File: src/logic/pdd_defs.vh
`ifndef PDD_DEFS_VH
`define PDD_DEFS_VH

// register byte offsets
`define PDD_OFS_CTRL      12'h000
`define PDD_OFS_STATUS    12'h004
`define PDD_OFS_ADDR_LO   12'h008
`define PDD_OFS_ADDR_HI   12'h00c
`define PDD_OFS_XLAT_CNT  12'h010
`define PDD_OFS_FAULT_CNT 12'h014

// control register fields
`define PDD_CTRL_NXE      0
`define PDD_CTRL_NEST     1
`define PDD_CTRL_EXT_ACCESS_FLAG_ENABLE     2
`define PDD_CTRL_WPE      3
`define PDD_CTRL_LPE      4
`define PDD_CTRL_SERVER   5
`define PDD_CTRL_W        6
`define PDD_CTRL_RESET    6'h00

// status register fields
`define PDD_ST_CODE_LSB   0
`define PDD_ST_MEMTYPE    4
`define PDD_ST_FORM2M     5
`define PDD_ST_LARGE      6
`define PDD_ST_GPA        7

// entry bit positions
`define PDD_B_PRESENT     0
`define PDD_B_RW          1
`define PDD_B_US          2
`define PDD_B_PWT         3
`define PDD_B_PCD         4
`define PDD_B_ACCESSED    5
`define PDD_B_PSIZE       7
`define PDD_B_EXT_ACCESS  10
`define PDD_B_LARGE_SEL   11
`define PDD_B_ADDR_LSB    12
`define PDD_B_RSVD_MSB    51
`define PDD_B_XD          63

// host address width, client and server
`define PDD_HAW_CLIENT    39
`define PDD_HAW_SERVER    46

// fault codes
`define PDD_F_NONE        3'h0
`define PDD_F_NOT_PRESENT 3'h1
`define PDD_F_RESERVED    3'h2
`define PDD_F_USER        3'h3
`define PDD_F_WRITE       3'h4
`define PDD_F_EXEC        3'h5

// axi responses
`define PDD_RESP_OKAY     2'h0
`define PDD_RESP_SLVERR   2'h2

`endif

File: src/logic/pdd_entry_check.v
`include "pdd_defs.vh"
`default_nettype none

module pdd_entry_check (
  input  wire [63:0] entry_i,
  input  wire        exec_disable_enable_i,
  input  wire        ext_access_flag_enable_i,
  input  wire        write_protect_enable_i,
  input  wire        large_page_enable_i,
  input  wire        server_haw_i,
  input  wire        req_user_i,
  input  wire        req_write_i,
  input  wire        req_exec_i,
  output reg  [2:0]  fault_code_o,
  output wire [45:0] table_addr_o,
  output wire        page_form_o,
  output wire        large_page_select_bit_o,
  output wire        memtype_bad_o,
  output wire        update_o,
  output wire [63:0] new_entry_o
);

  // mask of bits below the host address width
  function [51:0] pdd_haw_mask;
    input server;
    integer i;
    begin
      pdd_haw_mask = 52'h0;
      for (i = 0; i < 52; i = i + 1) begin
        if (i < (server ? `PDD_HAW_SERVER : `PDD_HAW_CLIENT))
          pdd_haw_mask[i] = 1'b1;
      end
    end
  endfunction

  wire [51:0] haw_mask = pdd_haw_mask(server_haw_i);
  wire        present  = entry_i[`PDD_B_PRESENT];
  // ignored fields 62:52, 9:8 and 6 are never looked at
  wire        rsvd_bad = |(entry_i[51:0] & ~haw_mask);
  wire        xd       = entry_i[`PDD_B_XD];
  wire        us       = entry_i[`PDD_B_US];
  wire        rw       = entry_i[`PDD_B_RW];

  // bit 7 set means the 2mb-page form, which skips the reserved check and the write-back
  assign page_form_o  = entry_i[`PDD_B_PSIZE];
  // address field is haw-1 down to 12, cut to the 4k-aligned base
  assign table_addr_o = {entry_i[45:`PDD_B_ADDR_LSB] & haw_mask[45:12], 12'h000};
  assign large_page_select_bit_o = entry_i[`PDD_B_LARGE_SEL] & large_page_enable_i;
  // only write-back is supported: any other selection is flagged
  assign memtype_bad_o = entry_i[`PDD_B_PCD] | entry_i[`PDD_B_PWT];

  // first hit wins: presence, reserved bits, then the permission checks
  always @* begin
    if (!present)
      fault_code_o = `PDD_F_NOT_PRESENT;
    else if (!page_form_o && rsvd_bad)
      fault_code_o = `PDD_F_RESERVED;
    else if (req_user_i && !us)
      fault_code_o = `PDD_F_USER;
    else if (req_write_i && !rw && (req_user_i || write_protect_enable_i))
      fault_code_o = `PDD_F_WRITE;
    else if (req_exec_i && exec_disable_enable_i && xd)
      fault_code_o = `PDD_F_EXEC;
    else
      fault_code_o = `PDD_F_NONE;
  end

  // accessed always, extended access only when its enable is on
  wire set_acc = ~entry_i[`PDD_B_ACCESSED];
  wire set_ea  = ext_access_flag_enable_i & ~entry_i[`PDD_B_EXT_ACCESS];
  assign update_o = (fault_code_o == `PDD_F_NONE) && !page_form_o && (set_acc || set_ea);
  assign new_entry_o = entry_i
                     | ({63'h0, 1'b1} << `PDD_B_ACCESSED)
                     | ({63'h0, ext_access_flag_enable_i} << `PDD_B_EXT_ACCESS);

endmodule

`default_nettype wire

File: src/logic/pdd_top.v
// Functional notes
// - deny execute when enable and exec-disable set
// - ignored entry fields never affect results
// - reserved bits must be zero
// - bits haw-1:12 give next table base
// - nested mode marks address as guest physical
// - bit 11 large-page select, gated by control
// - set extended-access bit when its enable set
// - enable clear: extended-access bit left alone
// - set accessed bit on first use
// - only write-back paging memory type
// - user bit 0 refuses user requests
// - read/write bit gates writes, write-protect too
// - present bit needed to follow pointer
// - entry is table pointer or 2mb page
// - bit 7 set selects 2mb form
// - host address width 39 client, 46 server
`include "pdd_defs.vh"
`default_nettype none

module pdd_top #(
  parameter CNT_W = 32
) (
  input  wire        sys_clk_i,
  input  wire        rst_i,
  input  wire        ce_i,
  // walker side
  input  wire        ent_valid_i,
  output wire        ent_ready_o,
  input  wire [63:0] ent_data_i,
  input  wire        req_user_i,
  input  wire        req_write_i,
  input  wire        req_exec_i,
  output reg         res_valid_o,
  output reg         res_fault_o,
  output reg  [2:0]  res_fault_code_o,
  output reg  [45:0] res_table_addr_o,
  output reg         res_gpa_o,
  output reg         res_large_sel_o,
  output reg         res_page_form_o,
  output reg         wb_valid_o,
  input  wire        wb_ready_i,
  output reg  [63:0] wb_data_o,
  // axi4-lite slave
  input  wire [11:0] s_axi_awaddr,
  input  wire        s_axi_awvalid,
  output wire        s_axi_awready,
  input  wire [31:0] s_axi_wdata,
  input  wire [3:0]  s_axi_wstrb,
  input  wire        s_axi_wvalid,
  output wire        s_axi_wready,
  output reg  [1:0]  s_axi_bresp,
  output reg         s_axi_bvalid,
  input  wire        s_axi_bready,
  input  wire [11:0] s_axi_araddr,
  input  wire        s_axi_arvalid,
  output wire        s_axi_arready,
  output reg  [31:0] s_axi_rdata,
  output reg  [1:0]  s_axi_rresp,
  output reg         s_axi_rvalid,
  input  wire        s_axi_rready
);

  // control bits
  reg  [`PDD_CTRL_W-1:0] ctrl;
  wire exec_disable_enable    = ctrl[`PDD_CTRL_NXE];
  wire nest   = ctrl[`PDD_CTRL_NEST];
  wire ext_access_flag_enable   = ctrl[`PDD_CTRL_EXT_ACCESS_FLAG_ENABLE];
  wire write_protect_enable    = ctrl[`PDD_CTRL_WPE];
  wire lpe    = ctrl[`PDD_CTRL_LPE];
  wire server = ctrl[`PDD_CTRL_SERVER];

  // status state
  reg  [2:0]       last_code;
  reg              memtype_flag;
  reg  [CNT_W-1:0] xlat_cnt;
  reg  [CNT_W-1:0] fault_cnt;

  // decoder outputs
  wire [2:0]  chk_code;
  wire [45:0] chk_addr;
  wire        chk_form;
  wire        chk_large;
  wire        chk_memtype;
  wire        chk_update;
  wire [63:0] chk_entry;

  pdd_entry_check u_check (
    .entry_i                  (ent_data_i),
    .exec_disable_enable_i    (exec_disable_enable),
    .ext_access_flag_enable_i (ext_access_flag_enable),
    .write_protect_enable_i   (write_protect_enable),
    .large_page_enable_i      (lpe),
    .server_haw_i             (server),
    .req_user_i               (req_user_i),
    .req_write_i              (req_write_i),
    .req_exec_i               (req_exec_i),
    .fault_code_o             (chk_code),
    .table_addr_o             (chk_addr),
    .page_form_o              (chk_form),
    .large_page_select_bit_o  (chk_large),
    .memtype_bad_o            (chk_memtype),
    .update_o                 (chk_update),
    .new_entry_o              (chk_entry)
  );

  // a pending write-back blocks the next entry so flag updates stay in order
  assign ent_ready_o = ~wb_valid_o;
  wire ent_take = ce_i & ent_valid_i & ent_ready_o;
  wire ent_fault = (chk_code != `PDD_F_NONE);

  // result stage: one cycle after the entry is taken
  always @(posedge sys_clk_i) begin
    if (rst_i) begin
      res_valid_o      <= 1'b0;
      res_fault_o      <= 1'b0;
      res_fault_code_o <= `PDD_F_NONE;
      res_table_addr_o <= 46'h0;
      res_gpa_o        <= 1'b0;
      res_large_sel_o  <= 1'b0;
      res_page_form_o  <= 1'b0;
    end else if (ce_i) begin
      res_valid_o <= ent_take;
      if (ent_take) begin
        res_fault_o      <= ent_fault;
        res_fault_code_o <= chk_code;
        res_page_form_o  <= chk_form & ~ent_fault;
        // no pointer is handed on when the walk aborts
        res_table_addr_o <= (ent_fault | chk_form) ? 46'h0 : chk_addr;
        res_gpa_o        <= nest & ~ent_fault;
        res_large_sel_o  <= chk_large & ~ent_fault & ~chk_form;
      end
    end
  end

  // entry write-back with accessed / extended-access set, held until taken
  always @(posedge sys_clk_i) begin
    if (rst_i) begin
      wb_valid_o <= 1'b0;
      wb_data_o  <= 64'h0;
    end else if (ce_i) begin
      if (wb_valid_o && wb_ready_i)
        wb_valid_o <= 1'b0;
      else if (ent_take && chk_update) begin
        wb_valid_o <= 1'b1;
        wb_data_o  <= chk_entry;
      end
    end
  end

  // axi write channel holding registers: address and data taken in either order
  reg        aw_held;
  reg [11:0] aw_addr;
  reg        w_held;
  reg [31:0] w_data;
  reg [3:0]  w_strb;

  assign s_axi_awready = ~aw_held & ~s_axi_bvalid;
  assign s_axi_wready  = ~w_held & ~s_axi_bvalid;

  wire aw_take = ce_i & s_axi_awvalid & s_axi_awready;
  wire w_take  = ce_i & s_axi_wvalid & s_axi_wready;
  wire aw_have = aw_held | aw_take;
  wire w_have  = w_held | w_take;
  wire [11:0] wr_addr = aw_held ? aw_addr : s_axi_awaddr;
  wire [31:0] wr_data = w_held ? w_data : s_axi_wdata;
  wire [3:0]  wr_strb = w_held ? w_strb : s_axi_wstrb;
  wire        wr_do   = ce_i & aw_have & w_have & ~s_axi_bvalid;

  // address decode shared by read and write
  function pdd_mapped;
    input [11:0] a;
    begin
      case (a)
        `PDD_OFS_CTRL, `PDD_OFS_STATUS, `PDD_OFS_ADDR_LO,
        `PDD_OFS_ADDR_HI, `PDD_OFS_XLAT_CNT, `PDD_OFS_FAULT_CNT:
          pdd_mapped = 1'b1;
        default:
          pdd_mapped = 1'b0;
      endcase
    end
  endfunction

  wire wr_ctrl   = wr_do & (wr_addr == `PDD_OFS_CTRL) & wr_strb[0];
  wire wr_status = wr_do & (wr_addr == `PDD_OFS_STATUS) & wr_strb[0];
  wire wr_xcnt   = wr_do & (wr_addr == `PDD_OFS_XLAT_CNT);
  wire wr_fcnt   = wr_do & (wr_addr == `PDD_OFS_FAULT_CNT);

  // write handshake and response
  always @(posedge sys_clk_i) begin
    if (rst_i) begin
      aw_held      <= 1'b0;
      aw_addr      <= 12'h000;
      w_held       <= 1'b0;
      w_data       <= 32'h0;
      w_strb       <= 4'h0;
      s_axi_bvalid <= 1'b0;
      s_axi_bresp  <= `PDD_RESP_OKAY;
    end else if (ce_i) begin
      if (aw_take) begin
        aw_held <= 1'b1;
        aw_addr <= s_axi_awaddr;
      end
      if (w_take) begin
        w_held <= 1'b1;
        w_data <= s_axi_wdata;
        w_strb <= s_axi_wstrb;
      end
      if (wr_do) begin
        aw_held      <= 1'b0;
        w_held       <= 1'b0;
        s_axi_bvalid <= 1'b1;
        s_axi_bresp  <= pdd_mapped(wr_addr) ? `PDD_RESP_OKAY : `PDD_RESP_SLVERR;
      end else if (s_axi_bvalid && s_axi_bready) begin
        s_axi_bvalid <= 1'b0;
      end
    end
  end

  // control register; host address width bit picks 39 or 46 bits
  always @(posedge sys_clk_i) begin
    if (rst_i)
      ctrl <= `PDD_CTRL_RESET;
    else if (ce_i && wr_ctrl)
      ctrl <= wr_data[`PDD_CTRL_W-1:0];
  end

  // status: last fault code, sticky write-back-only warning (set beats clear)
  always @(posedge sys_clk_i) begin
    if (rst_i) begin
      last_code    <= `PDD_F_NONE;
      memtype_flag <= 1'b0;
    end else if (ce_i) begin
      if (ent_take)
        last_code <= chk_code;
      if (ent_take && chk_memtype && !ent_fault)
        memtype_flag <= 1'b1;
      else if (wr_status && wr_data[`PDD_ST_MEMTYPE])
        memtype_flag <= 1'b0;
    end
  end

  // event counters; any write clears, an event in the same cycle still counts
  always @(posedge sys_clk_i) begin
    if (rst_i) begin
      xlat_cnt  <= {CNT_W{1'b0}};
      fault_cnt <= {CNT_W{1'b0}};
    end else if (ce_i) begin
      if (wr_xcnt)
        xlat_cnt <= {{(CNT_W-1){1'b0}}, ent_take & ~ent_fault};
      else if (ent_take && !ent_fault)
        xlat_cnt <= xlat_cnt + {{(CNT_W-1){1'b0}}, 1'b1};
      if (wr_fcnt)
        fault_cnt <= {{(CNT_W-1){1'b0}}, ent_take & ent_fault};
      else if (ent_take && ent_fault)
        fault_cnt <= fault_cnt + {{(CNT_W-1){1'b0}}, 1'b1};
    end
  end

  // read data mux, narrow fields in low bits, rest zero
  reg [31:0] rd_word;
  always @* begin
    rd_word = 32'h0;
    case (s_axi_araddr)
      `PDD_OFS_CTRL:
        rd_word[`PDD_CTRL_W-1:0] = ctrl;
      `PDD_OFS_STATUS: begin
        rd_word[`PDD_ST_CODE_LSB+2:`PDD_ST_CODE_LSB] = last_code;
        rd_word[`PDD_ST_MEMTYPE] = memtype_flag;
        rd_word[`PDD_ST_FORM2M]  = res_page_form_o;
        rd_word[`PDD_ST_LARGE]   = res_large_sel_o;
        rd_word[`PDD_ST_GPA]     = res_gpa_o;
      end
      `PDD_OFS_ADDR_LO:
        rd_word = res_table_addr_o[31:0];
      `PDD_OFS_ADDR_HI:
        rd_word[13:0] = res_table_addr_o[45:32];
      `PDD_OFS_XLAT_CNT:
        rd_word[CNT_W-1:0] = xlat_cnt;
      `PDD_OFS_FAULT_CNT:
        rd_word[CNT_W-1:0] = fault_cnt;
      default:
        rd_word = 32'h0;
    endcase
  end

  // read channel: one read in flight, answered the cycle after the address
  assign s_axi_arready = ~s_axi_rvalid;
  wire ar_take = ce_i & s_axi_arvalid & s_axi_arready;

  always @(posedge sys_clk_i) begin
    if (rst_i) begin
      s_axi_rvalid <= 1'b0;
      s_axi_rdata  <= 32'h0;
      s_axi_rresp  <= `PDD_RESP_OKAY;
    end else if (ce_i) begin
      if (ar_take) begin
        s_axi_rvalid <= 1'b1;
        s_axi_rdata  <= rd_word;
        s_axi_rresp  <= pdd_mapped(s_axi_araddr) ? `PDD_RESP_OKAY : `PDD_RESP_SLVERR;
      end else if (s_axi_rvalid && s_axi_rready) begin
        s_axi_rvalid <= 1'b0;
      end
    end
  end

endmodule

`default_nettype wire

File: config.mk
export PLATFORM = sky130hd
export DESIGN_NAME = pdd_top
export DESIGN_NICKNAME = d
export VERILOG_FILES = /design/src/logic/pdd_entry_check.v /design/src/logic/pdd_top.v
export VERILOG_INCLUDE_DIRS = /design/src /design/src/logic
export SDC_FILE = /design/constraint.sdc
export NUM_CORES = 1
export LEC_CHECK = 0
export BUFFER_PORTS_ARGS = -buffer_cell sky130_fd_sc_hd__buf_4
export CORE_MARGIN = 3
export CORE_UTILIZATION = 52
export DETAILED_ROUTE_END_ITERATION = 12
export HOLD_SLACK_MARGIN = 0.03
export MAX_ROUTING_LAYER = met4
export PLACE_DENSITY = 0.8
export SYNTH_ARGS = -nofsm -noshare
export SYNTH_HDL_FRONTEND = slang
export SYNTH_SLANG_ARGS = --single-unit
File: constraint.sdc
create_clock -name sys_clk_i -period 2.9 [get_ports sys_clk_i]
set_clock_uncertainty 0.1 [all_clocks]
set_input_delay 0.29 -clock sys_clk_i [delete_from_list [all_inputs] [get_ports sys_clk_i]]
set_output_delay 0.29 -clock sys_clk_i [all_outputs]
set_load 0.02 [all_outputs]
Yosys cells after proc, flatten, opt, wreduce, memory -nomap -nowiden
Cells that the tools add are included.

$add $sub $neg: 2. Magnitude comparators: 52. Equality and inequality tests: 10. Mux-type cells: 94. Bitwise gates (word level): 45. Reductions and logical operators: 53.

Operator list (number): less-than comparator 7 x 32 -> 1 bit, first input constant (20); less-than comparator 6 x 32 -> 1 bit, first input constant (7); two-way mux 32 bit (4); two-way mux 1 bit (73); adder 32 x 1 -> 32 bit, second input constant (2); OR 64 x 11 -> 64 bit (1); less-than comparator 5 x 6 -> 1 bit, first input constant (9); case mux 18 bit (3 select lines) (1); bitwise AND 52 bit (1); inverter 52 bit (1); OR reduction 52 bit (1); == test 12 x 4 -> 1 bit, second input constant (4); == test 12 x 5 -> 1 bit, second input constant (4); less-than comparator 4 x 6 -> 1 bit, first input constant (8); two-way mux 46 bit (1); bitwise AND 34 bit (1); bitwise AND 1 bit (27); AND reduction 2 bit (13); == test 12 x 3 -> 1 bit, second input constant (2); logical NOT 12 bit (2); less-than comparator 3 x 6 -> 1 bit, first input constant (4); case mux 6 bit (4 select lines) (1); logical AND 1 bit (18); case mux 3 bit (6 select lines) (1); other kinds (19) (50).

Flip-flop bits (word level): 249. Bits of input ports: 137. Logic and storage cells: 279.

Depth between registers and ports, before layout
Gate-level depths: netlist (run 1).

Depth in word-level cells: 15. Depth in mapped cells: 9. Depth with buffers taken out: 7.

Hierarchy
From an unflattened synthesis (run 1), not the netlist that was laid out.

Cell total of the unflattened synthesis: 1448. Area total of the unflattened synthesis: 11969.0 um2.

By module, submodules not included: pdd_top (times used 1, cells an instance 1314, area each 10988.0 um2, sequential area each 4944.7 um2); pdd_entry_check (times used 1, cells an instance 134, area each 980.9 um2, sequential area each 0.0 um2).

Worst setup path before layout (run 1)
No wires, ideal clock.

Path kind: input to register. Start point: input port ent_data_i[46]. End point: register wb_data_o[32]. Setup time: 0.128 ns. Arrival time: 2.196 ns. Data required time: 2.672 ns. Path slack: 0.477 ns. Cell stages on the path: 9. Cells stage by stage: nor4_1 a21oi_1 or3_1 buf_2 a2111oi_4 buf_4 buf_6 mux2i_1 nor2_1.

Word-level cells in the longest chain between the ends: 10.

RTL lines: from (decl) (RTL line pdd_top.v:30) `input wire [63:0] ent_data_i,`; bitwise AND 52 bit (RTL line pdd_entry_check.v:39) `wire rsvd_bad = |(entry_i[51:0] & ~haw_mask);`; OR reduction 52 bit (RTL line pdd_entry_check.v:39); logical AND 1 bit (RTL line pdd_entry_check.v:56) `else if (!page_form_o && rsvd_bad)`; two-way mux 3 bit (RTL line pdd_entry_check.v:56); two-way mux 3 bit (RTL line pdd_entry_check.v:54) `if (!present)`; logical NOT 3 bit (no source line); logical AND 1 bit (2 in series) (RTL line pdd_entry_check.v:71) `` assign update_o = (fault_code_o == `PDD_F_NONE) && !page_form_o && (set_acc || set_ea); ``; logical AND 1 bit (RTL line pdd_top.v:144) `else if (ent_take && chk_update) begin`; AND reduction 3 bit (no source line); to (signal assigned) (RTL line pdd_top.v:146) `wb_data_o <= chk_entry;`; to (decl) (RTL line pdd_top.v:43) `output reg [63:0] wb_data_o,`.

Every way passes these cells. A chain may end at the register's enable or synchronous reset.

Worst setup path in the final report (run 1)
Start point: input port ent_data_i[42]. End point: register wb_data_o[39].

The elaborated chain is that of the path after synthesis.

==> flow_metrics.tcl, run 1 <==
set metrics [dict create \
    status "complete, no violations" \
    globalRouteOverflowTotal 0 \
    cts.clk_slew.worst_paths_ns 0.07 \
    cts_tree "done" \
    register_area_sq_mm 0.00470 \
    area_growth_pct 37.5 \
    synthTopCellsByCount "235 x dfxtp_1, 186 x nor2_1, 77 x mux2i_1" \
    worst_pin_slew_ns 1.20 \
    antenna_cells 0 \
    cts_buffers 26 \
    placed_cell_area_sq_mm 0.0124 \
    finalHoldViolations 0 \
    drt.antenna.violating_nets 0 \
    place_congestion 0.923 \
    drive_above_1_share_pct 24.3 \
    drt_iter0_drc 788 \
    syn_avg_cell_area_sq_um 8.96 \
    maxCapViolCount 0 \
    grt.total_usage_pct 30.2 \
    synthCells 1138 \
    setup_tns_ns 0 \
    yosysTopAreaCellShare_pct 46.1 \
    ys_top_cells_by_area "dfxtp_1 46%, mux2i_1 7.6%, nor2_1 6.8%" \
    rsz0062_at_grt "false" \
    fillers 1335 \
    period_needed_ns 2.82 \
    min_path_type "primary input to register" \
    async_flop_share_pct 0 \
    coreArea_sq_mm 0.0190 \
    fin_nets 1590 \
    final_area_sq_mm 0.0140 \
    finalCritPeriodShare_pct 97.3 \
    initial_core_util_pct 53.8 \
    worstSetupPathType "primary input to register" \
    insertion_delay_ns 0.53 \
    syn_area_sq_mm 0.0102 \
    cts.path.max_buffers 3 \
    p_leak_nw 5.28 \
    postCtsSetupBuffers 0 \
    power_frac_seq_pct 46.7 \
    clock_sinks 235 \
    power_density_mw_per_mm2 502 \
    ys_seq_elements 235 \
    grt_pass1_vias 9731 \
    antenna_found_initial 0 \
    portBuffers 254 \
    vias 10000 \
    max_freq_mhz 355 \
    finalSetupViolations 0 \
    grt_pass1_wl_um 51800 \
    slew_violations 0 \
    first_pass_iters 7 \
    synth_edf_count 0 \
    cp-end-kind "register" \
    rows 50 \
    synth.distinct_cells 64 \
    crit_fanout 26 \
    relSlewSlack_pct 19.7 \
    cp.arrival_ns 3.11 \
    cts-root-buf "clkbuf_16" \
    synth_most_common_cell "dfxtp_1" \
    dp_hpwl_um 21500 \
    die_w_um 146 \
    wire_per_inst_um 18.9 \
    num_io_pins 298 \
    htreeDepth 1 \
    total_power_w 0.00704 \
    swShare_pct 23.4 \
    yosysSeqAreaShare_pct 46.1 \
    multi_input_area_sq_mm 0.00506 \
    viasPerCell 5.79 \
    p_int_w 0.00539 \
    critPathLaunchType "primary input" \
    p_clk_share_pct 44.8 \
    die_area_sq_mm 0.0213 \
    ys_warn_count 0 \
    drc_errors 0 \
    ir_drop_mv 0.488 \
    die_height_um 146 \
    totalWireLength_um 32600 \
    crit_required_ns 3.19 \
    synth_area_leader_cell "dfxtp_1" \
    power_frac_comb_pct 8.5 \
    synth_flop_cell "dfxtp_1" \
    grt_max_degree 122 \
    power_switching_w 0.00165 \
]
## worst max-delay path: stages
cell           delay, ns
dlygate4sd3_1       0.55
buf_4               0.15
nor4_1              0.33
a211oi_1            0.20
or3_4               0.45
a2111oi_4           0.39
buf_12              0.18
buf_12              0.21
mux2i_2             0.26
nor2_1              0.08
## kinds of logic after synthesis
group	count (synthesis)	share of synthesized area, %
DFF	235	46.1
muxes	85	8.44
and+or+nand+nor	413	19.4
other	1	0.0368
xor gates and xnor gates	37	3.18
AOI/OAI and AO/OA	252	17.4
adders and majority gates	2	0.245
buffers and inverters	113	5.12
## power by group through the flow
stage          sequential [W]  clock (W)  combinational [W]
3_3_place_gp          0.00336          0           0.000487
5_1_grt               0.00329    0.00332           0.000643
6_report              0.00329    0.00315           0.000601
4_1_cts               0.00329    0.00318           0.000585
3_5_place_dp          0.00336          0           0.000493
2_1_floorplan         0.00337          0           0.000253
## through the flow
| step | hold slack (ns) | instances | utilization [%] | setup slack, ns |
|---|---|---|---|---|
| global route | 0.0652 | 1729 | 74.0 | 0.00139 |
| CTS | 0.0510 | 1729 | 73.9 | 0.100 |
| detailed placement | 0.343 | 1602 | 65.3 | 0.159 |
| finish | 0.0637 | 1729 | 74.0 | 0.0794 |
| global placement | 0.340 | 1602 | 65.3 | 0.202 |
| floorplan | 0.291 | 1151 | - | 0.477 |
## what timing repair did
item / in CTS / in global routing
hold buffers: 81 / 0
resized for setup: 0 / 2
endpoints found under the hold margin: 116 / 0
endpoints found under the setup margin: 0 / 31
## per-layer routing
| layer | track usage (%) | part of all wire [%] |
|---|---|---|
| met5 | - | 0 |
| met2 | 48.5 | 47 |
| met3 | 5.28 | 7.7 |
| met1 | 38.4 | 41 |
| met4 | 11.4 | 4.1 |
## placed cells by master (no fill, tap or decap), types with 9 or more instances in the layout
cell             n
or3_1           19
nor3b_1          9
a2111oi_0       20
a211oi_1        13
clkbuf_16       26
mux2i_1         76
a21oi_1         54
nand2_1         69
or4_1            9
dfxtp_1        235
nor4_1          14
a32oi_1         10
buf_4          283
nor2_1         186
conb_1          14
dlygate4sd3_1   81
xnor2_1         35
nand3_1         27
o21ai_0         44
nand4_1         17
a22oi_1         65
inv_1           16
and3_1          10
nor3_1          19
## sequential cells by signal, indices dropped and copies added, names as in the netlist, 3 cells and up
signal	count
xlat_cnt	32
last_code	3
aw_addr	12
w_data	6
fault_cnt	32
s_axi_rdata	32
res_table_addr_o	34
ctrl	6
wb_data_o	64
## area by class of cell
type	instances	share of cell area, %
clock inverter	7	0.348
multi-input combinational	803	36.1
tap	260	2.32
timing repair buffer	369	21.7
inverter	16	0.428
sequential	235	33.6
clock buffer	39	5.56
## final timing paths
kind | startpoint | end | slack, ns | cells after the start
setup / recovery | ent_data_i[42] | wb_data_o[39] | 0.08 | 10
hold / removal | rst_i | w_strb[0] | 0.06 | 2
setup reg to reg | aw_held | xlat_cnt[27] | 0.24 | 7
hold reg to reg | s_axi_rdata[12] | s_axi_rdata[12] | 0.35 | 2
(Power assumes the default switching activity.)
==> inputs of run 2 (changes only) <==
--- a/config.mk
+++ b/config.mk
@@ -9,10 +9,11 @@
 export BUFFER_PORTS_ARGS = -buffer_cell sky130_fd_sc_hd__buf_4
 export CORE_MARGIN = 3
 export CORE_UTILIZATION = 52
+export CTS_BUF_LIST = sky130_fd_sc_hd__clkbuf_4 sky130_fd_sc_hd__clkbuf_8 sky130_fd_sc_hd__clkbuf_16
 export DETAILED_ROUTE_END_ITERATION = 12
 export HOLD_SLACK_MARGIN = 0.03
 export MAX_ROUTING_LAYER = met4
-export PLACE_DENSITY = 0.8
+export PLACE_DENSITY = 0.9
 export SYNTH_ARGS = -nofsm -noshare
 export SYNTH_HDL_FRONTEND = slang
 export SYNTH_SLANG_ARGS = --single-unit
==> run 2 against run 1 <==
Against the previous run: sequential cell count is the same; sequential share of layout area shrank 0.063 points; power is essentially flat; die area is the same; the run now ends with setup timing left; worst hold slack lost 0.0061 ns; fmax shrank 5.0%.
==> flow_metrics.tcl, run 2 (same netlist as run 1, synthesis figures left out) <==
set metrics [dict create \
    power_frac_comb_pct 8.9 \
    antenna_found_initial 2 \
    portBuffers 254 \
    initial_core_util_pct 53.8 \
    min_path_type "primary input to register" \
    cp-end-kind "register" \
    max_freq_mhz 337 \
    clock_sinks 235 \
    hold_start "ce_i" \
    die_height_um 146 \
    drc_errors 0 \
    slew_violations 0 \
    place_congestion 0.917 \
    relSlewSlack_pct 27.0 \
    insertion_delay_ns 0.52 \
    drt.antenna.violating_nets 0 \
    cp-startpoint "ent_data_i[42]" \
    vias 10600 \
    drive_above_1_share_pct 24.9 \
    die_area_sq_mm 0.0213 \
    finalHoldViolations 0 \
    first_pass_iters 8 \
    drt_iter0_drc 1151 \
    r2r_start "aw_held" \
    htreeDepth 1 \
    maxCapViolCount 0 \
    grt_pass1_wl_um 57300 \
    total_power_w 0.00705 \
    hold_end "s_axi_rvalid" \
    power_frac_seq_pct 46.7 \
    cp.arrival_ns 3.23 \
    coreArea_sq_mm 0.0190 \
    period_needed_ns 2.97 \
    grt.total_usage_pct 33.6 \
    pre_cts_ws_ns 0.0435 \
    layout.cells.most_common "buf_4" \
    violations "setup timing" \
    largest_reg_flops 64 \
    rr_worst_depth 6 \
    holdPathStages 4 \
    worst_pin_slew_ns 1.09 \
    register_area_sq_mm 0.00470 \
    dp_hpwl_um 22800 \
    globalRouteOverflowTotal 0 \
    p_leak_nw 5.31 \
    power_switching_w 0.00166 \
    layout_common_cells "290 x buf_4, 235 x dfxtp_1, 186 x nor2_1" \
    ir_drop_mv 0.424 \
    reg_top3 "wb_data_o: 64 flops, res_table_addr_o: 34 flops" \
    crit_required_ns 3.17 \
    cts-root-buf "clkbuf_16" \
    viasPerCell 6.13 \
    cts.path.max_buffers 3 \
    p_clk_share_pct 44.5 \
    num_io_pins 298 \
    totalWireLength_um 36600 \
    multi_input_area_sq_mm 0.00507 \
    wire_per_inst_um 21.1 \
    reg2reg_setup_slack_ns 0.30 \
    fillers 1152 \
    grt_pass1_vias 10500 \
    area_growth_pct 37.7 \
    cts_tree "done" \
    power_density_mw_per_mm2 502 \
    fin_nets 1593 \
    worstSetupPathType "primary input to register" \
    p_int_w 0.00539 \
    postCtsSetupBuffers 0 \
    critPathLaunchType "primary input" \
    die_w_um 146 \
    swShare_pct 23.5 \
    rows 50 \
    finalCritPeriodShare_pct 102 \
    fin_ws_ns -0.0681 \
    crit_fanout 25 \
    status "finished, violations left" \
    cts.clk_slew.worst_paths_ns 0.06 \
    cts_buffers 24 \
    finalSetupViolations 4 \
    r2r-end "xlat_cnt[22]" \
    grt_max_degree 120 \
    largest-register "wb_data_o" \
]
## run 2: changes by cell type in the layout (fill, tap and decap cells not counted), moves of 2 or more
cell and change:
diode_2 +2, clkbuf_1 -5, dlygate4sd3_1 -3, clkbuf_8 -2
buf_4 +7, clkbuf_4 +4
## run 2: stage by stage
stage | instances | hold WS (ns) | TNS, ns | utilization, % | cell area, sq um
after CTS | 1730 | 0.0314 | 0 | 74.0 | 14000
after global routing | 1732 | 0.0546 | -0.238 | 74.1 | 14000
after global placement | 1610 | 0.341 | 0 | 65.6 | 12400
after detailed placement | 1610 | 0.350 | 0 | 65.6 | 12400
after floorplan | 1151 | 0.291 | 0 | - | 10200
final | 1732 | 0.0576 | -0.0846 | 74.1 | 14000
## run 2: timing repair
item | 4_1_cts | 5_1_grt
setup endpoints to repair | 0 | 62
gates resized for setup | 0 | 3
endpoints found under the hold margin | 114 | 0
hold buffers | 78 | 0
## run 2: worst max path at each step
stage	cells after the start	slack, ns	endpoint
after floorplan	9	0.48	wb_data_o[32]
after global placement	9	0.18	wb_data_o[27]
after detailed placement	8	0.04	xlat_cnt[27]
after CTS	9	0.1	xlat_cnt[27]
after global routing	10	-0.07	wb_data_o[12]
final	10	-0.07	wb_data_o[12]
## run 2: area by class of cell
type / count / area share (%)
multi-input cells: 803 / 36.1
flip-flops and latches: 235 / 33.5
clock inverters: 7 / 0.428
clock buffers: 35 / 5.26
well taps: 260 / 2.32
diodes: 2 / 0.0356
inverters: 16 / 0.428
repair buffers: 374 / 21.9
## run 2: critical path: stages
cell and delay (ns):
dlygate4sd3_1 0.55, buf_4 0.17, nor4_2 0.37, a211oi_1 0.19, or3_4 0.46, a2111oi_4 0.39, buf_12 0.19, buf_12 0.21
mux2i_1 0.29, nor2_1 0.10
## run 2: power by group through the flow
stage / Combinational [W] / Sequential [W] / Clock [W]
after floorplan: 0.000253 / 0.00337 / 0
after global placement: 0.000490 / 0.00335 / 0
after detailed placement: 0.000503 / 0.00336 / 0
after CTS: 0.000594 / 0.00329 / 0.00313
after global routing: 0.000660 / 0.00329 / 0.00326
final: 0.000625 / 0.00329 / 0.00313
## run 2: metal layers
layer  vias to the layer above  track usage [%]  part of all wire, %
met5                         -                -                    0
met4                         0             14.8                  5.2
met3                       154             6.30                  9.6
met2                       705             56.7                   49
met1                      5041             39.4                   36
li1                       4717                -                    -
==> inputs of run 3 (changes only) <==
--- a/config.mk
+++ b/config.mk
@@ -6,14 +6,15 @@
 export SDC_FILE = /design/constraint.sdc
 export NUM_CORES = 1
 export LEC_CHECK = 0
+export ABC_AREA = 1
 export BUFFER_PORTS_ARGS = -buffer_cell sky130_fd_sc_hd__buf_4
 export CORE_MARGIN = 3
-export CORE_UTILIZATION = 52
+export CORE_UTILIZATION = 55
 export CTS_BUF_LIST = sky130_fd_sc_hd__clkbuf_4 sky130_fd_sc_hd__clkbuf_8 sky130_fd_sc_hd__clkbuf_16
 export DETAILED_ROUTE_END_ITERATION = 12
 export HOLD_SLACK_MARGIN = 0.03
 export MAX_ROUTING_LAYER = met4
-export PLACE_DENSITY = 0.9
+export PLACE_DENSITY = 0.92
 export SYNTH_ARGS = -nofsm -noshare
 export SYNTH_HDL_FRONTEND = slang
 export SYNTH_SLANG_ARGS = --single-unit
==> run 3 against run 2 <==
Against the previous run: the run now ends clean; die area is 15% higher; sequential cell count stayed put; global-route usage is 3.5 points higher; critical endpoint is now wb_data_o[41]; highest routed layer unchanged.
==> flow_metrics.tcl, run 3 <==
set metrics [dict create \
    cts_buffers 26 \
    power_frac_seq_pct 41.9 \
    ys_seq_elements 235 \
    synthTopCellsByCount "490 x nand2_1, 254 x inv_1, 235 x dfxtp_1" \
    p_clk_share_pct 48.7 \
    async_flop_share_pct 0 \
    placed_cell_area_sq_mm 0.0144 \
    synth_edf_count 0 \
    wire_per_inst_um 18.2 \
    synth_most_common_cell "nand2_1" \
    worst_pin_slew_ns 1.08 \
    synthCells 1943 \
    vias 14500 \
    cts.clk_slew.worst_paths_ns 0.06 \
    cp_slowest_cell "buf_4" \
    totalWireLength_um 46100 \
    htreeDepth 1 \
    die_area_sq_mm 0.0246 \
    slowest_delay_ns 0.77 \
    grt_max_degree 121 \
    relSlewSlack_pct 28.0 \
    first_pass_iters 6 \
    drc_errors 0 \
    swShare_pct 24.7 \
    p_leak_nw 7.07 \
    grt_pass1_vias 13800 \
    cp.arrival_ns 2.97 \
    finalCritPeriodShare_pct 90.1 \
    cp-end-kind "register" \
    critPathLaunchType "register" \
    yosysSeqAreaShare_pct 37.5 \
    globalRouteOverflowTotal 0 \
    cts_tree "done" \
    grt_pass1_wl_um 71700 \
    num_io_pins 298 \
    rr_worst_depth 8 \
    die_w_um 157 \
    finalSetupViolations 0 \
    power_frac_comb_pct 9.4 \
    synth_area_leader_cell "dfxtp_1" \
    antenna_found_initial 1 \
    status "complete, no violations" \
    final_area_sq_mm 0.0163 \
    ys_warn_count 0 \
    path_buf_inv 2 \
    power_switching_w 0.00196 \
    max_freq_mhz 383 \
    grt.total_usage_pct 37.2 \
    viasPerCell 5.70 \
    syn_area_sq_mm 0.0125 \
    dp_hpwl_um 30200 \
    finalHoldViolations 0 \
    holdPathStages 4 \
    crit_fanout 120 \
    cts-resized-gates 0 \
    ys_top_cells_by_area "dfxtp_1 38%, nand2_1 15%, nand3_1 8.7%" \
    area_growth_pct 29.8 \
    synth_flop_cell "dfxtp_1" \
    die_height_um 157 \
    layout.cells.most_common "nand2_1" \
    crit_required_ns 3.26 \
    portBuffers 254 \
    crit_chain "inv_1 > o21ai_1 > nand2_1 > nand2_4 > nand4_4 > buf_4 > o21ai_0 > nor2_1" \
    largest-register "wb_data_o" \
    p_int_w 0.00599 \
    rsz0062_at_grt "false" \
    yosysTopAreaCellShare_pct 37.5 \
    cp_top_family "buffers and inverters" \
    initial_core_util_pct 56.7 \
    clock_sinks 235 \
    place_congestion 0.990 \
    maxCapViolCount 0 \
    power_density_mw_per_mm2 489 \
    setup_tns_ns 0 \
    period_needed_ns 2.61 \
    min_path_type "primary input to register" \
    drt.antenna.violating_nets 0 \
    fin_nets 2372 \
    layout_common_cells "490 x nand2_1, 275 x buf_4, 253 x inv_1" \
    cts-root-buf "clkbuf_16" \
    worstSetupPathType "register to register" \
    cts.path.max_buffers 3 \
    insertion_delay_ns 0.56 \
    ir_drop_mv 0.642 \
    synth.distinct_cells 43 \
    coreArea_sq_mm 0.0221 \
    reg_top3 "wb_data_o: 64 flops, res_table_addr_o: 34 flops" \
    cp.depth 8 \
    largest_reg_flops 64 \
    syn_avg_cell_area_sq_um 6.45 \
    drt_iter0_drc 1788 \
    slew_violations 0 \
    rows 54 \
    drive_above_1_share_pct 17.3 \
]
run 3: cell count changes after synthesis, sizes merged, moves of 42 or more:
cell and change:
a22oi -65, nor2 +45, inv +245, nand3 +207, buf +42, o21ai +76, nand2 +437, a21oi +106
mux2i -77
run 3: cells by family after synthesis:
family | Yosys count | synth area share [%]
AO/OA/AOI/OAI | 295 | 12.1
XOR/XNOR | 25 | 1.75
adder cells (fa/ha/maj) | 2 | 0.200
buffers and inverters | 371 | 12.8
flip-flops | 235 | 37.5
other | 1 | 0.0299
AND/OR/NAND/NOR | 1014 | 35.6
run 3: worst paths after layout:
kind	from	end	slack (ns)
setup / recovery	ctrl[5]	wb_data_o[41]	0.29
hold reg to reg	wb_data_o[48]	wb_data_o[48]	0.36
hold / removal	ce_i	res_valid_o	0.06
setup reg to reg	ctrl[5]	wb_data_o[41]	0.29
run 3: cell type report:
cell class	instances	area, sq um
sequential	235	4700
antenna	1	2.50
tap	280	350
clock buffer	31	719
timing repair buffer	358	2910
inverter	262	990
clock inverter	17	302
multi-input combinational	1350	6290
fill	1585	5830
run 3: worst reg2reg max path: cells and delay by family (launching register included):
kind                   cells  cell delay (ns)
flip-flops                 1             0.41
AND/OR/NAND/NOR            4             0.57
AO/OA/AOI/OAI              2             0.43
buffers and inverters      2             1.00
run 3: routing by layer:
metal,track usage [%],part of all wire (%),vias up
met5,-,0,-
met4,19.8,6.3,0
met3,5.91,10,247
met2,60.4,46,935
met1,44.3,38,6573
li1,-,-,6701
run 3: power by group through the flow:
stage / clock, W / sequential (W) / combinational, W
2_1_floorplan: 0 / 0.00342 / 0.000336
3_3_place_gp: 0 / 0.00340 / 0.000604
3_5_place_dp: 0 / 0.00340 / 0.000616
4_1_cts: 0.00387 / 0.00333 / 0.000716
5_1_grt: 0.00402 / 0.00333 / 0.000796
6_report: 0.00388 / 0.00333 / 0.000751
run 3: stage by stage:
step | setup WS [ns] | total power, W | hold WS, ns | cells | utilization, %
final | 0.288 | 0.00796 | 0.0560 | 2534 | 73.6
after global routing | 0.217 | 0.00815 | 0.0579 | 2534 | 73.6
after CTS | 0.411 | 0.00791 | 0.0456 | 2533 | 73.6
after detailed placement | 0.466 | 0.00401 | 0.341 | 2403 | 65.2
after global placement | 0.538 | 0.00400 | 0.333 | 2403 | 65.2
after floorplan | 1.15 | 0.00375 | 0.315 | 1956 | -
run 3: what timing repair did:
action | CTS | global route
hold buffers | 82 | 0
hold endpoints to repair | 120 | 0
setup buffers | 0 | 0
